File: src/common/mmu_timing_regs.vh
// mmu instruction timing constants
`ifndef MMU_TIMING_REGS_VH
`define MMU_TIMING_REGS_VH
// ****************************
// operation codes
// ****************************
`define OP_RD_ROOT       4'h0
`define OP_WR_ROOT_OK    4'h1
`define OP_WR_ROOT_BAD   4'h2
`define OP_RD_WIN        4'h3
`define OP_WR_WIN        4'h4
`define OP_WR_TC_ON      4'h5
`define OP_WR_TC_BAD     4'h6
`define OP_FLUSH_IMM     4'h7
`define OP_FLUSH_FCR     4'h8
`define OP_PRELOAD_IMM   4'h9
`define OP_PRELOAD_FCR   4'hA
`define OP_PROBE6        4'hB
// ****************************
// clock counts, cached / uncached
// ****************************
`define CLK_RD_ROOT_C    8'h04
`define CLK_RD_ROOT_U    8'h05
`define CLK_WR_ROOT_C    8'h0C
`define CLK_WR_ROOT_U    8'h0E
`define CLK_BAD_ROOT_C   8'h1C
`define CLK_BAD_ROOT_U   8'h1E
`define CLK_RD_WIN_C     8'h08
`define CLK_RD_WIN_U     8'h08
`define CLK_WR_WIN_C     8'h0C
`define CLK_WR_WIN_U     8'h0E
`define CLK_TC_ON_C      8'h26
`define CLK_TC_ON_U      8'h28
`define CLK_TC_BAD_C     8'h38
`define CLK_TC_BAD_U     8'h3A
`define CLK_FL_IMM_C     8'h10
`define CLK_FL_IMM_U     8'h12
`define CLK_FL_FCR_C     8'h14
`define CLK_FL_FCR_U     8'h16
`define CLK_PL_IMM_C     8'h08
`define CLK_PL_IMM_U     8'h0A
`define CLK_PL_FCR_C     8'h0C
`define CLK_PL_FCR_U     8'h0E
`define CLK_PROBE_C      8'h58
`define CLK_PROBE_U      8'h58
// ****************************
// bus cycle mix {reads, prefetches, writes}, then the probe clock tail
// ****************************
`define MIX_RD_ROOT_C    12'h002
`define MIX_RD_ROOT_U    12'h012
`define MIX_WR_ROOT_C    12'h200
`define MIX_WR_ROOT_U    12'h220
`define MIX_BAD_ROOT_C   12'h304
`define MIX_BAD_ROOT_U   12'h324
`define MIX_RD_WIN_C     12'h001
`define MIX_RD_WIN_U     12'h011
`define MIX_WR_WIN_C     12'h100
`define MIX_WR_WIN_U     12'h120
`define MIX_TC_ON_C      12'h100
`define MIX_TC_ON_U      12'h120
`define MIX_TC_BAD_C     12'h204
`define MIX_TC_BAD_U     12'h224
`define MIX_NONE_C       12'h000
`define MIX_NONE_U       12'h020
`define MIX_PROBE_C      12'hC00
`define MIX_PROBE_U      12'hC10
`define PROBE_TAIL       8'h01
`endif

File: src/design/mmu_cycle_table.v
// lookup of clock count and bus cycle mix per operation
`timescale 1ns/1ps
`include "mmu_timing_regs.vh"
module mmu_cycle_table (
  input wire [3:0] op_i,
  input wire cached_i,
  output reg [7:0] clocks_o,
  output reg [11:0] mix_o,
  output reg known_o
);
  always @* begin
    known_o = 1'b1;
    case (op_i)
      `OP_RD_ROOT: begin
        clocks_o = cached_i ? `CLK_RD_ROOT_C : `CLK_RD_ROOT_U;
        mix_o = cached_i ? `MIX_RD_ROOT_C : `MIX_RD_ROOT_U;
      end
      `OP_WR_ROOT_OK: begin
        clocks_o = cached_i ? `CLK_WR_ROOT_C : `CLK_WR_ROOT_U;
        mix_o = cached_i ? `MIX_WR_ROOT_C : `MIX_WR_ROOT_U;
      end
      `OP_WR_ROOT_BAD: begin
        clocks_o = cached_i ? `CLK_BAD_ROOT_C : `CLK_BAD_ROOT_U;
        mix_o = cached_i ? `MIX_BAD_ROOT_C : `MIX_BAD_ROOT_U;
      end
      `OP_RD_WIN: begin
        clocks_o = cached_i ? `CLK_RD_WIN_C : `CLK_RD_WIN_U;
        mix_o = cached_i ? `MIX_RD_WIN_C : `MIX_RD_WIN_U;
      end
      `OP_WR_WIN: begin
        clocks_o = cached_i ? `CLK_WR_WIN_C : `CLK_WR_WIN_U;
        mix_o = cached_i ? `MIX_WR_WIN_C : `MIX_WR_WIN_U;
      end
      `OP_WR_TC_ON: begin
        clocks_o = cached_i ? `CLK_TC_ON_C : `CLK_TC_ON_U;
        mix_o = cached_i ? `MIX_TC_ON_C : `MIX_TC_ON_U;
      end
      `OP_WR_TC_BAD: begin
        clocks_o = cached_i ? `CLK_TC_BAD_C : `CLK_TC_BAD_U;
        mix_o = cached_i ? `MIX_TC_BAD_C : `MIX_TC_BAD_U;
      end
      `OP_FLUSH_IMM: begin
        clocks_o = cached_i ? `CLK_FL_IMM_C : `CLK_FL_IMM_U;
        mix_o = cached_i ? `MIX_NONE_C : `MIX_NONE_U;
      end
      `OP_FLUSH_FCR: begin
        clocks_o = cached_i ? `CLK_FL_FCR_C : `CLK_FL_FCR_U;
        mix_o = cached_i ? `MIX_NONE_C : `MIX_NONE_U;
      end
      `OP_PRELOAD_IMM: begin
        clocks_o = cached_i ? `CLK_PL_IMM_C : `CLK_PL_IMM_U;
        mix_o = cached_i ? `MIX_NONE_C : `MIX_NONE_U;
      end
      `OP_PRELOAD_FCR: begin
        clocks_o = cached_i ? `CLK_PL_FCR_C : `CLK_PL_FCR_U;
        mix_o = cached_i ? `MIX_NONE_C : `MIX_NONE_U;
      end
      `OP_PROBE6: begin
        clocks_o = cached_i ? `CLK_PROBE_C : `CLK_PROBE_U;
        mix_o = cached_i ? `MIX_PROBE_C : `MIX_PROBE_U;
      end
      default: begin
        clocks_o = 8'h00;
        mix_o = 12'h000;
        known_o = 1'b0;
      end
    endcase
  end
endmodule

File: config.mk
export PLATFORM = sky130hd
export DESIGN_NAME = mmu_cycle_table
export DESIGN_NICKNAME = d
export VERILOG_FILES = /design/src/design/mmu_cycle_table.v
export VERILOG_INCLUDE_DIRS = /design/src /design/src/common
export SDC_FILE = /design/constraint.sdc
export NUM_CORES = 1
export LEC_CHECK = 0
export BUFFER_PORTS_ARGS = -buffer_cell sky130_fd_sc_hd__buf_2
export CAP_MARGIN = 15
export CORE_AREA = 3 3 40 42
export DETAILED_ROUTE_END_ITERATION = 6
export DIE_AREA = 0 0 43 45
export PLACE_DENSITY = 0.58
export SYNTH_ARGS = -nofsm -noshare
export SYNTH_HDL_FRONTEND = slang
export SYNTH_SLANG_ARGS = --single-unit
File: constraint.sdc
create_clock -name vclk -period 3.2
set_input_delay 0.48 -clock vclk [all_inputs]
set_output_delay 0.48 -clock vclk [all_outputs]
set_load 0.1 [all_outputs]
==> results of run 1 <==
per-layer routing:
layer  vias to the layer above  share of wire
met5                         -              0
met4                         0              0
met3                         0           0.11
met2                        17           0.40
li1                        182              -
met1                       137           0.49
cells by family after synthesis:
| group | synth area share |
|---|---|
| AOI/OAI and AO/OA | 0.245 |
| buffers and inverters | 0.249 |
| muxes | 0.0711 |
| other | 0.0118 |
| and+or+nand+nor | 0.423 |
worst max-delay path: cells and delay by family:
family	cells	cell delay [ns]
and+or+nand+nor	2	0.53
buffers and inverters	2	0.59
AOI/OAI and AO/OA	1	0.17
through the flow:
stage	hold WS [ns]	cells	setup WS (ns)
floorplan	1.08	50	-0.496
global placement	1.45	78	0.956
detailed placement	1.45	78	0.924
CTS	1.45	78	0.925
global route	1.46	78	0.880
finish	1.44	78	0.936
path summary, 6_finish.rpt:
| check | end | depth (start not counted) |
|---|---|---|
| worst max-delay path | mix_o[4] | 5 |
| worst min-delay path | clocks_o[0] | 3 |
cells in the mapped netlist, types with 2 or more instances:
| library cell | number | area, µm² |
|---|---|---|
| nand2b_4 | 2 | 27.5 |
| nor2_1 | 9 | 33.8 |
| buf_6 | 2 | 22.5 |
| o21a_1 | 2 | 15.0 |
| mux2_2 | 2 | 22.5 |
| nand2_1 | 4 | 15.0 |
| o22ai_1 | 4 | 25.0 |
| nand2b_1 | 2 | 12.5 |
| buf_4 | 7 | 52.6 |
final cells by class:
class / instances / share of cell area
Timing Repair Buffer: 22 / 0.278
Tap cell: 15 / 0.0475
Multi-Input combinational cell: 40 / 0.665
Inverter: 1 / 0.00949
power by group:
part / switching, µW / total (µW) / internal (µW)
clock network: 0 / 0 / 0
registers: 0 / 0 / 0
logic: 124 / 147 / 22.7
total: 124 / 147 / 22.7
==> reports/qor.yml, run 1 <==
syn_area_per_cell_um2: 6.74
cp-start-kind: "input port"
fin_nets: 70
critPathSlowestCell: "buf_2"
outcome: "complete, no violations"
hold_violations: 0
totalPowerFinal_uw: 147
dieArea_mm2: 0.00194
ctsResizeCount: 0
fin_util: 0.308
fmax_mhz: 442
die_y_um: 45
vias: 336
grt_pass1_wl_um: 1120
drive_gt1_frac: 0.476
io_pins: 26
period_needed_ns: 2.26
design_area_um2: 395
maxCapViolations: 0
cts_hold_buf: 0
n_fill_cell: 155
seq_cell_count: 0
p_per_area_mw_per_mm2: 371
critPathMaxFanout: 13
place.gp.congestion: 0.650
layout_commonest_cell: "buf_2"
design.core.area_mm2: 0.00128
ir_worst_vdd_v: 0.000111
multi_input_area_um2: 263
crit_type: "in2out"
mostFrequentLayoutCells: "22 x buf_2, 9 x nor2_1, 4 x nand2_1, 4 x o22ai_1, 4 x conb_1"
io_buffer_count: 22
slowest_delay_ns: 0.41
crit_path_end_kind: "output pin"
antenna-diode-count: 0
grt_pass1_vias: 259
grt_use_met1: 0.110
rows: 13
netlist_area_um2: 317
drt_iter0_drc: 3
cpMostUsedCell: "buf_2"
drc: 0
ys_types: 22
timing.final.crit_share: 0.707
setup_viol: 0
required_ns: 2.72
hp-start: "cached_i"
post-cts-setup-buffers: 0
placed_area_um2: 395
groute.usage.overall: 0.0697
setup-tns-final_ns: 0
place_hpwl_um: 616
startpoint: "op_i[3]"
grt_overflow_total: 0
wl_per_cell_um: 9.79
ys.warnings.count: 0
regArea_um2: 0
use_met3: 0.00398
wirelength_um: 764
grt_max_degree: 15
rsz0062_at_grt: "false"
grt_most_used_layer: "met2"
via_per_inst: 4.31
syn_inst: 47
grt_util_met2: 0.111
path_cells: "buf_2, or3_1, a21oi_2, and2b_1, buf_2"
min_path_type: "in2out"
die_w_um: 43
worstPathArrival_ns: 1.78
slew_viol_final: 0
antenna_found_initial: 0
n_clock_buffer: 0
yosysSeqAreaShare: 0
dr.pass1.iters: 2
antenna_left: 0
area.growth.synth_to_final_pct: 24.9
start_util: 0.246
total_leakage_power_uw: 0.000216
(Power assumes the default switching activity.)
==> run 2, diff against run 1 <==
==> constraint.sdc (replaced) <==
create_clock -name vclk -period 2.1
set_input_delay 0.315 -clock vclk [all_inputs]
set_output_delay 0.315 -clock vclk [all_outputs]
set_load 0.1 [all_outputs]
==> run 2 against run 1 <==
  * Combinational power rose by 66%
  * Non-clock buffer count did not move
  * Sequential share of layout area did not move
  * Global-route usage rose by 1.2 points
  * Worst hold slack got worse by 0.30 ns
  * Flip-flop and latch count did not move
  * Wire length rose by 1.3%
  * Power rose by 66%
  * First-iteration DRC count fell by 67%
  * Critical path depth did not move
  * Via count rose by 3.6%
  * Cell area rose by 21%
  * Largest cell class unchanged
  * Largest power group unchanged
  * Highest routed layer unchanged
==> reports/qor.yml, run 2 (synthesis results as in run 1) <==
wl_per_cell_um: 9.92  # +1.3%
slew_viol_final: 0  # unchanged
hold_violations: 0  # unchanged
p_per_area_mw_per_mm2: 509  # +37%
rsz0062_at_grt: "false"
seq_cell_count: 0  # unchanged
place_hpwl_um: 625  # +1.5%
antenna_found_initial: 0  # unchanged
startpoint: "op_i[3]"
outcome: "complete, no violations"
fin_nets: 70  # unchanged
layout_commonest_cell: "buf_2"
area.growth.synth_to_final_pct: 51.4
wirelength_um: 774  # +1.3%
cts_hold_buf: 0  # unchanged
die_y_um: 45  # unchanged
fmax_mhz: 553
regArea_um2: 0  # unchanged
dieArea_mm2: 0.00194  # unchanged
antenna_left: 0  # unchanged
drive_gt1_frac: 0.571  # +0.0952
rows: 13  # unchanged
grt_pass1_wl_um: 1300  # +16%
groute.usage.overall: 0.0813  # +0.0116
drt_iter0_drc: 1  # -2
min_path_type: "in2out"
dr.pass1.iters: 4  # +2
grt_overflow_total: 0  # unchanged
mostFrequentLayoutCells: "19 x buf_2, 7 x nor2_1, 4 x nand2_1, 4 x conb_1"
io_buffer_count: 22  # unchanged
ir_worst_vdd_v: 0.000206  # +85%
n_fill_cell: 145  # -6.5%
io_pins: 26  # unchanged
maxCapViolations: 0  # unchanged
timing.final.crit_share: 0.860
post-cts-setup-buffers: 0  # unchanged
design.core.area_mm2: 0.00128  # unchanged
setup_viol: 0  # unchanged
crit_path_end_kind: "output pin"
ctsResizeCount: 0  # unchanged
critPathMaxFanout: 13  # unchanged
grt_max_degree: 15  # unchanged
antenna-diode-count: 0  # unchanged
place.gp.congestion: 0.694  # +6.8%
grt_pass1_vias: 303  # +17%
vias: 348  # +3.6%
start_util: 0.246  # unchanged
hp-start: "cached_i"
total_leakage_power_uw: 0.000232  # +7.6%
period_needed_ns: 1.81
holdWs_ns: 1.14  # -0.304 ns
n_clock_buffer: 0  # unchanged
fin_util: 0.373  # +0.0652
cp-start-kind: "input port"
drc: 0  # unchanged
placed_area_um2: 479  # +21%
required_ns: 1.78  # -0.94 ns
die_w_um: 43  # unchanged
worstPathArrival_ns: 1.49  # -0.29 ns
crit_type: "in2out"
design_area_um2: 479  # +21%
via_per_inst: 4.46  # +3.6%
==> run 2: final timing paths <==
kind | end | slack, ns | depth (start not counted)
setup / recovery | mix_o[4] | 0.29 | 5
hold / removal | clocks_o[0] | 1.14 | 3
==> run 2: cell type report <==
class                      instances  area (µm²)  share of cell area
timing repair buffer              22         155               0.324
tap                               15        18.8              0.0392
multi-input combinational         40         302               0.629
inverter                           1        3.75             0.00783
==> run 2: critical path: stages <==
cell	delay, ns
buf_2	0.18
or3_1	0.40
a21oi_2	0.21
and2b_1	0.19
buf_12	0.18
==> run 2: per-stage QoR <==
step,setup TNS (ns),power [µW],setup WS [ns],instances
final,0,244,0.293,78
after global routing,0,254,0.236,78
after CTS,0,246,0.286,78
after detailed placement,0,245,0.284,78
after global placement,0,244,0.319,78
after floorplan,-1.88,216,-0.533,50
==> run 2: layer usage <==
metal	GRT usage	up-vias	part of all wire	wire length [µm]
li1	-	183	-	-
met1	0.112	147	0.46	357
met2	0.144	18	0.42	323
met3	0.0120	0	0.12	93
met4	0	0	0	0
met5	0	-	0	0
==> run 2: where the power goes <==
part / total, µW / internal, µW / switching (µW) / leakage [µW]
clock: 0 / 0 / 0 / 0
sequential: 0 / 0 / 0 / 0
combinational: 244 / 48.6 / 195 / 0.000232
==> run 3, diff against run 2 <==
--- a/config.mk
+++ b/config.mk
@@ -11,7 +11,7 @@
 export CORE_AREA = 3 3 40 42
 export DETAILED_ROUTE_END_ITERATION = 6
 export DIE_AREA = 0 0 43 45
-export PLACE_DENSITY = 0.58
+export PLACE_DENSITY_LB_ADDON = 0.1
 export SYNTH_ARGS = -nofsm -noshare
 export SYNTH_HDL_FRONTEND = slang
 export SYNTH_SLANG_ARGS = --single-unit
==> run 3 against run 2 <==
  * Flip-flop and latch count did not move
  * Combinational power barely moved
  * Critical path depth did not move
  * Setup slack improved by 0.012 ns
  * Worst hold slack improved by 0.010 ns
  * Global-route usage rose by 0.83 points
  * Maximum frequency rose by 0.69%
  * Via count rose by 2.3%
  * Critical endpoint unchanged
  * Largest cell class unchanged
  * Largest power group unchanged
==> reports/qor.yml, run 3 (synthesis results as in run 1) <==
io_pins: 26  # unchanged
slew_viol_final: 0  # unchanged
worstPathArrival_ns: 1.48  # about the same
fin_nets: 70  # unchanged
place_hpwl_um: 654  # +4.7%
rsz0062_at_grt: "false"
io_buffer_count: 22  # unchanged
total_leakage_power_uw: 0.000232  # unchanged
crit_type: "in2out"
timing.final.crit_share: 0.854  # -0.00593
p_per_area_mw_per_mm2: 510  # +0.22%
ctsResizeCount: 0  # unchanged
setup_viol: 0  # unchanged
seq_cell_count: 0  # unchanged
layout.cells.non_filler: 78  # unchanged
pre_cts_slack_ns: 0.293  # +0.00966 ns
period_needed_ns: 1.79  # -0.0124 ns
drc: 0  # unchanged
cp-start-kind: "input port"
crit_family: "simple AND/OR/NAND/NOR gates"
outcome: "complete, no violations"
grt_overflow_total: 0  # unchanged
crit_path_end_kind: "output pin"
holdPathEnd: "clocks_o[0]"
critPathSlowestCell: "or3_1"
grt_util_met2: 0.162  # +0.0180
crit_buf_inv: 2  # unchanged
antenna-diode-count: 0  # unchanged
place.gp.congestion: 0.728  # +5.0%
critPathMaxFanout: 13  # unchanged
hold_violations: 0  # unchanged
drive_gt1_frac: 0.571  # unchanged
die_y_um: 45  # unchanged
groute.usage.overall: 0.0896  # +0.00829
vias: 356  # +2.3%
p_comb_frac: 1.000  # about the same
crit_cells: 5  # unchanged
use_met3: 0.00398  # -0.00797
maxCapViolations: 0  # unchanged
hp-start: "cached_i"
pwr-share-clk: 0  # unchanged
antenna_left: 0  # unchanged
rows: 13  # unchanged
dp.cells: 78  # unchanged
grt_pass1_wl_um: 1410  # +7.9%
dieArea_mm2: 0.00194  # unchanged
ir_worst_vdd_v: 0.000197  # -4.1%
holdWs_ns: 1.15  # +0.00998 ns
mostFrequentLayoutCells: "19 x buf_2, 7 x nor2_1, 4 x nand2_1, 4 x conb_1"
drt_iter0_drc: 3  # +2
dr.pass1.iters: 2  # -2
wl_per_cell_um: 10.6  # +6.8%
n_clock_buffer: 0  # unchanged
grt_pass1_vias: 318  # +5.0%
min_path_type: "in2out"
hold_path_depth: 3  # unchanged
area.growth.synth_to_final_pct: 51.4  # unchanged
required_ns: 1.78  # about the same
power.internal_uw: 48.6  # about the same
p_sw_uw: 196  # +0.29%
grt_max_degree: 15  # unchanged
n_fill_cell: 151  # +4.1%
power_frac_seq: 0  # unchanged
layout_commonest_cell: "buf_2"
slowest_delay_ns: 0.40  # about the same
regArea_um2: 0  # unchanged
totalPowerFinal_uw: 245  # +0.22%
die_w_um: 43  # unchanged
grt_most_used_layer: "met2"
p_sw_frac: 0.801  # about the same
path_cells: "buf_2, or3_1, a21oi_2, and2b_1, buf_12"
via_per_inst: 4.56  # +2.3%
fin_util: 0.373  # unchanged
start_util: 0.246  # unchanged
antenna_found_initial: 0  # unchanged
design.core.area_mm2: 0.00128  # unchanged
post-cts-setup-buffers: 0  # unchanged
grt_use_met1: 0.126  # +0.0143
setup_ws_ns: 0.306  # +0.0124 ns
cts_hold_buf: 0  # unchanged
fmax_mhz: 557  # +0.69%
wirelength_um: 827  # +6.8%
==> run 3: cell counts in the layout (fill, tap and decap cells not counted) <==
No cell type changed its count.
==> run 3: power by group through the flow <==
stage	Clock, µW	Combinational (µW)	Sequential [µW]
2_1_floorplan	0	216	0
5_1_grt	0	255	0
4_1_cts	0	246	0
6_report	0	245	0
3_5_place_dp	0	246	0
3_3_place_gp	0	246	0
==> run 3: metal layers <==
layer  part of all wire  routed length (µm)  up-vias
met1               0.42                 351      156
li1                   -                   -      185
met3              0.091                  75        0
met2               0.48                 399       15
met5                  0                   0        -
met4                  0                   0        0
==> run 3: metrics by stage <==
step,setup TNS (ns),instance area (µm²)
after floorplan,-1.88,380
after global placement,0,479
after detailed placement,0,479
after CTS,0,479
after global routing,0,479
final,0,479
==> run 3: worst max path at each step <==
stage / start / endpoint
after floorplan: op_i[3] / clocks_o[0]
after global placement: op_i[3] / mix_o[4]
after detailed placement: op_i[3] / mix_o[4]
after CTS: op_i[3] / mix_o[4]
after global routing: op_i[3] / mix_o[4]
final: op_i[3] / mix_o[4]
==> run 3: layout make-up <==
type / instances / area (µm²) / area share
repair buffers: 22 / 155 / 0.324
inverters: 1 / 3.75 / 0.00783
multi-input cells: 40 / 302 / 0.629
well taps: 15 / 18.8 / 0.0392
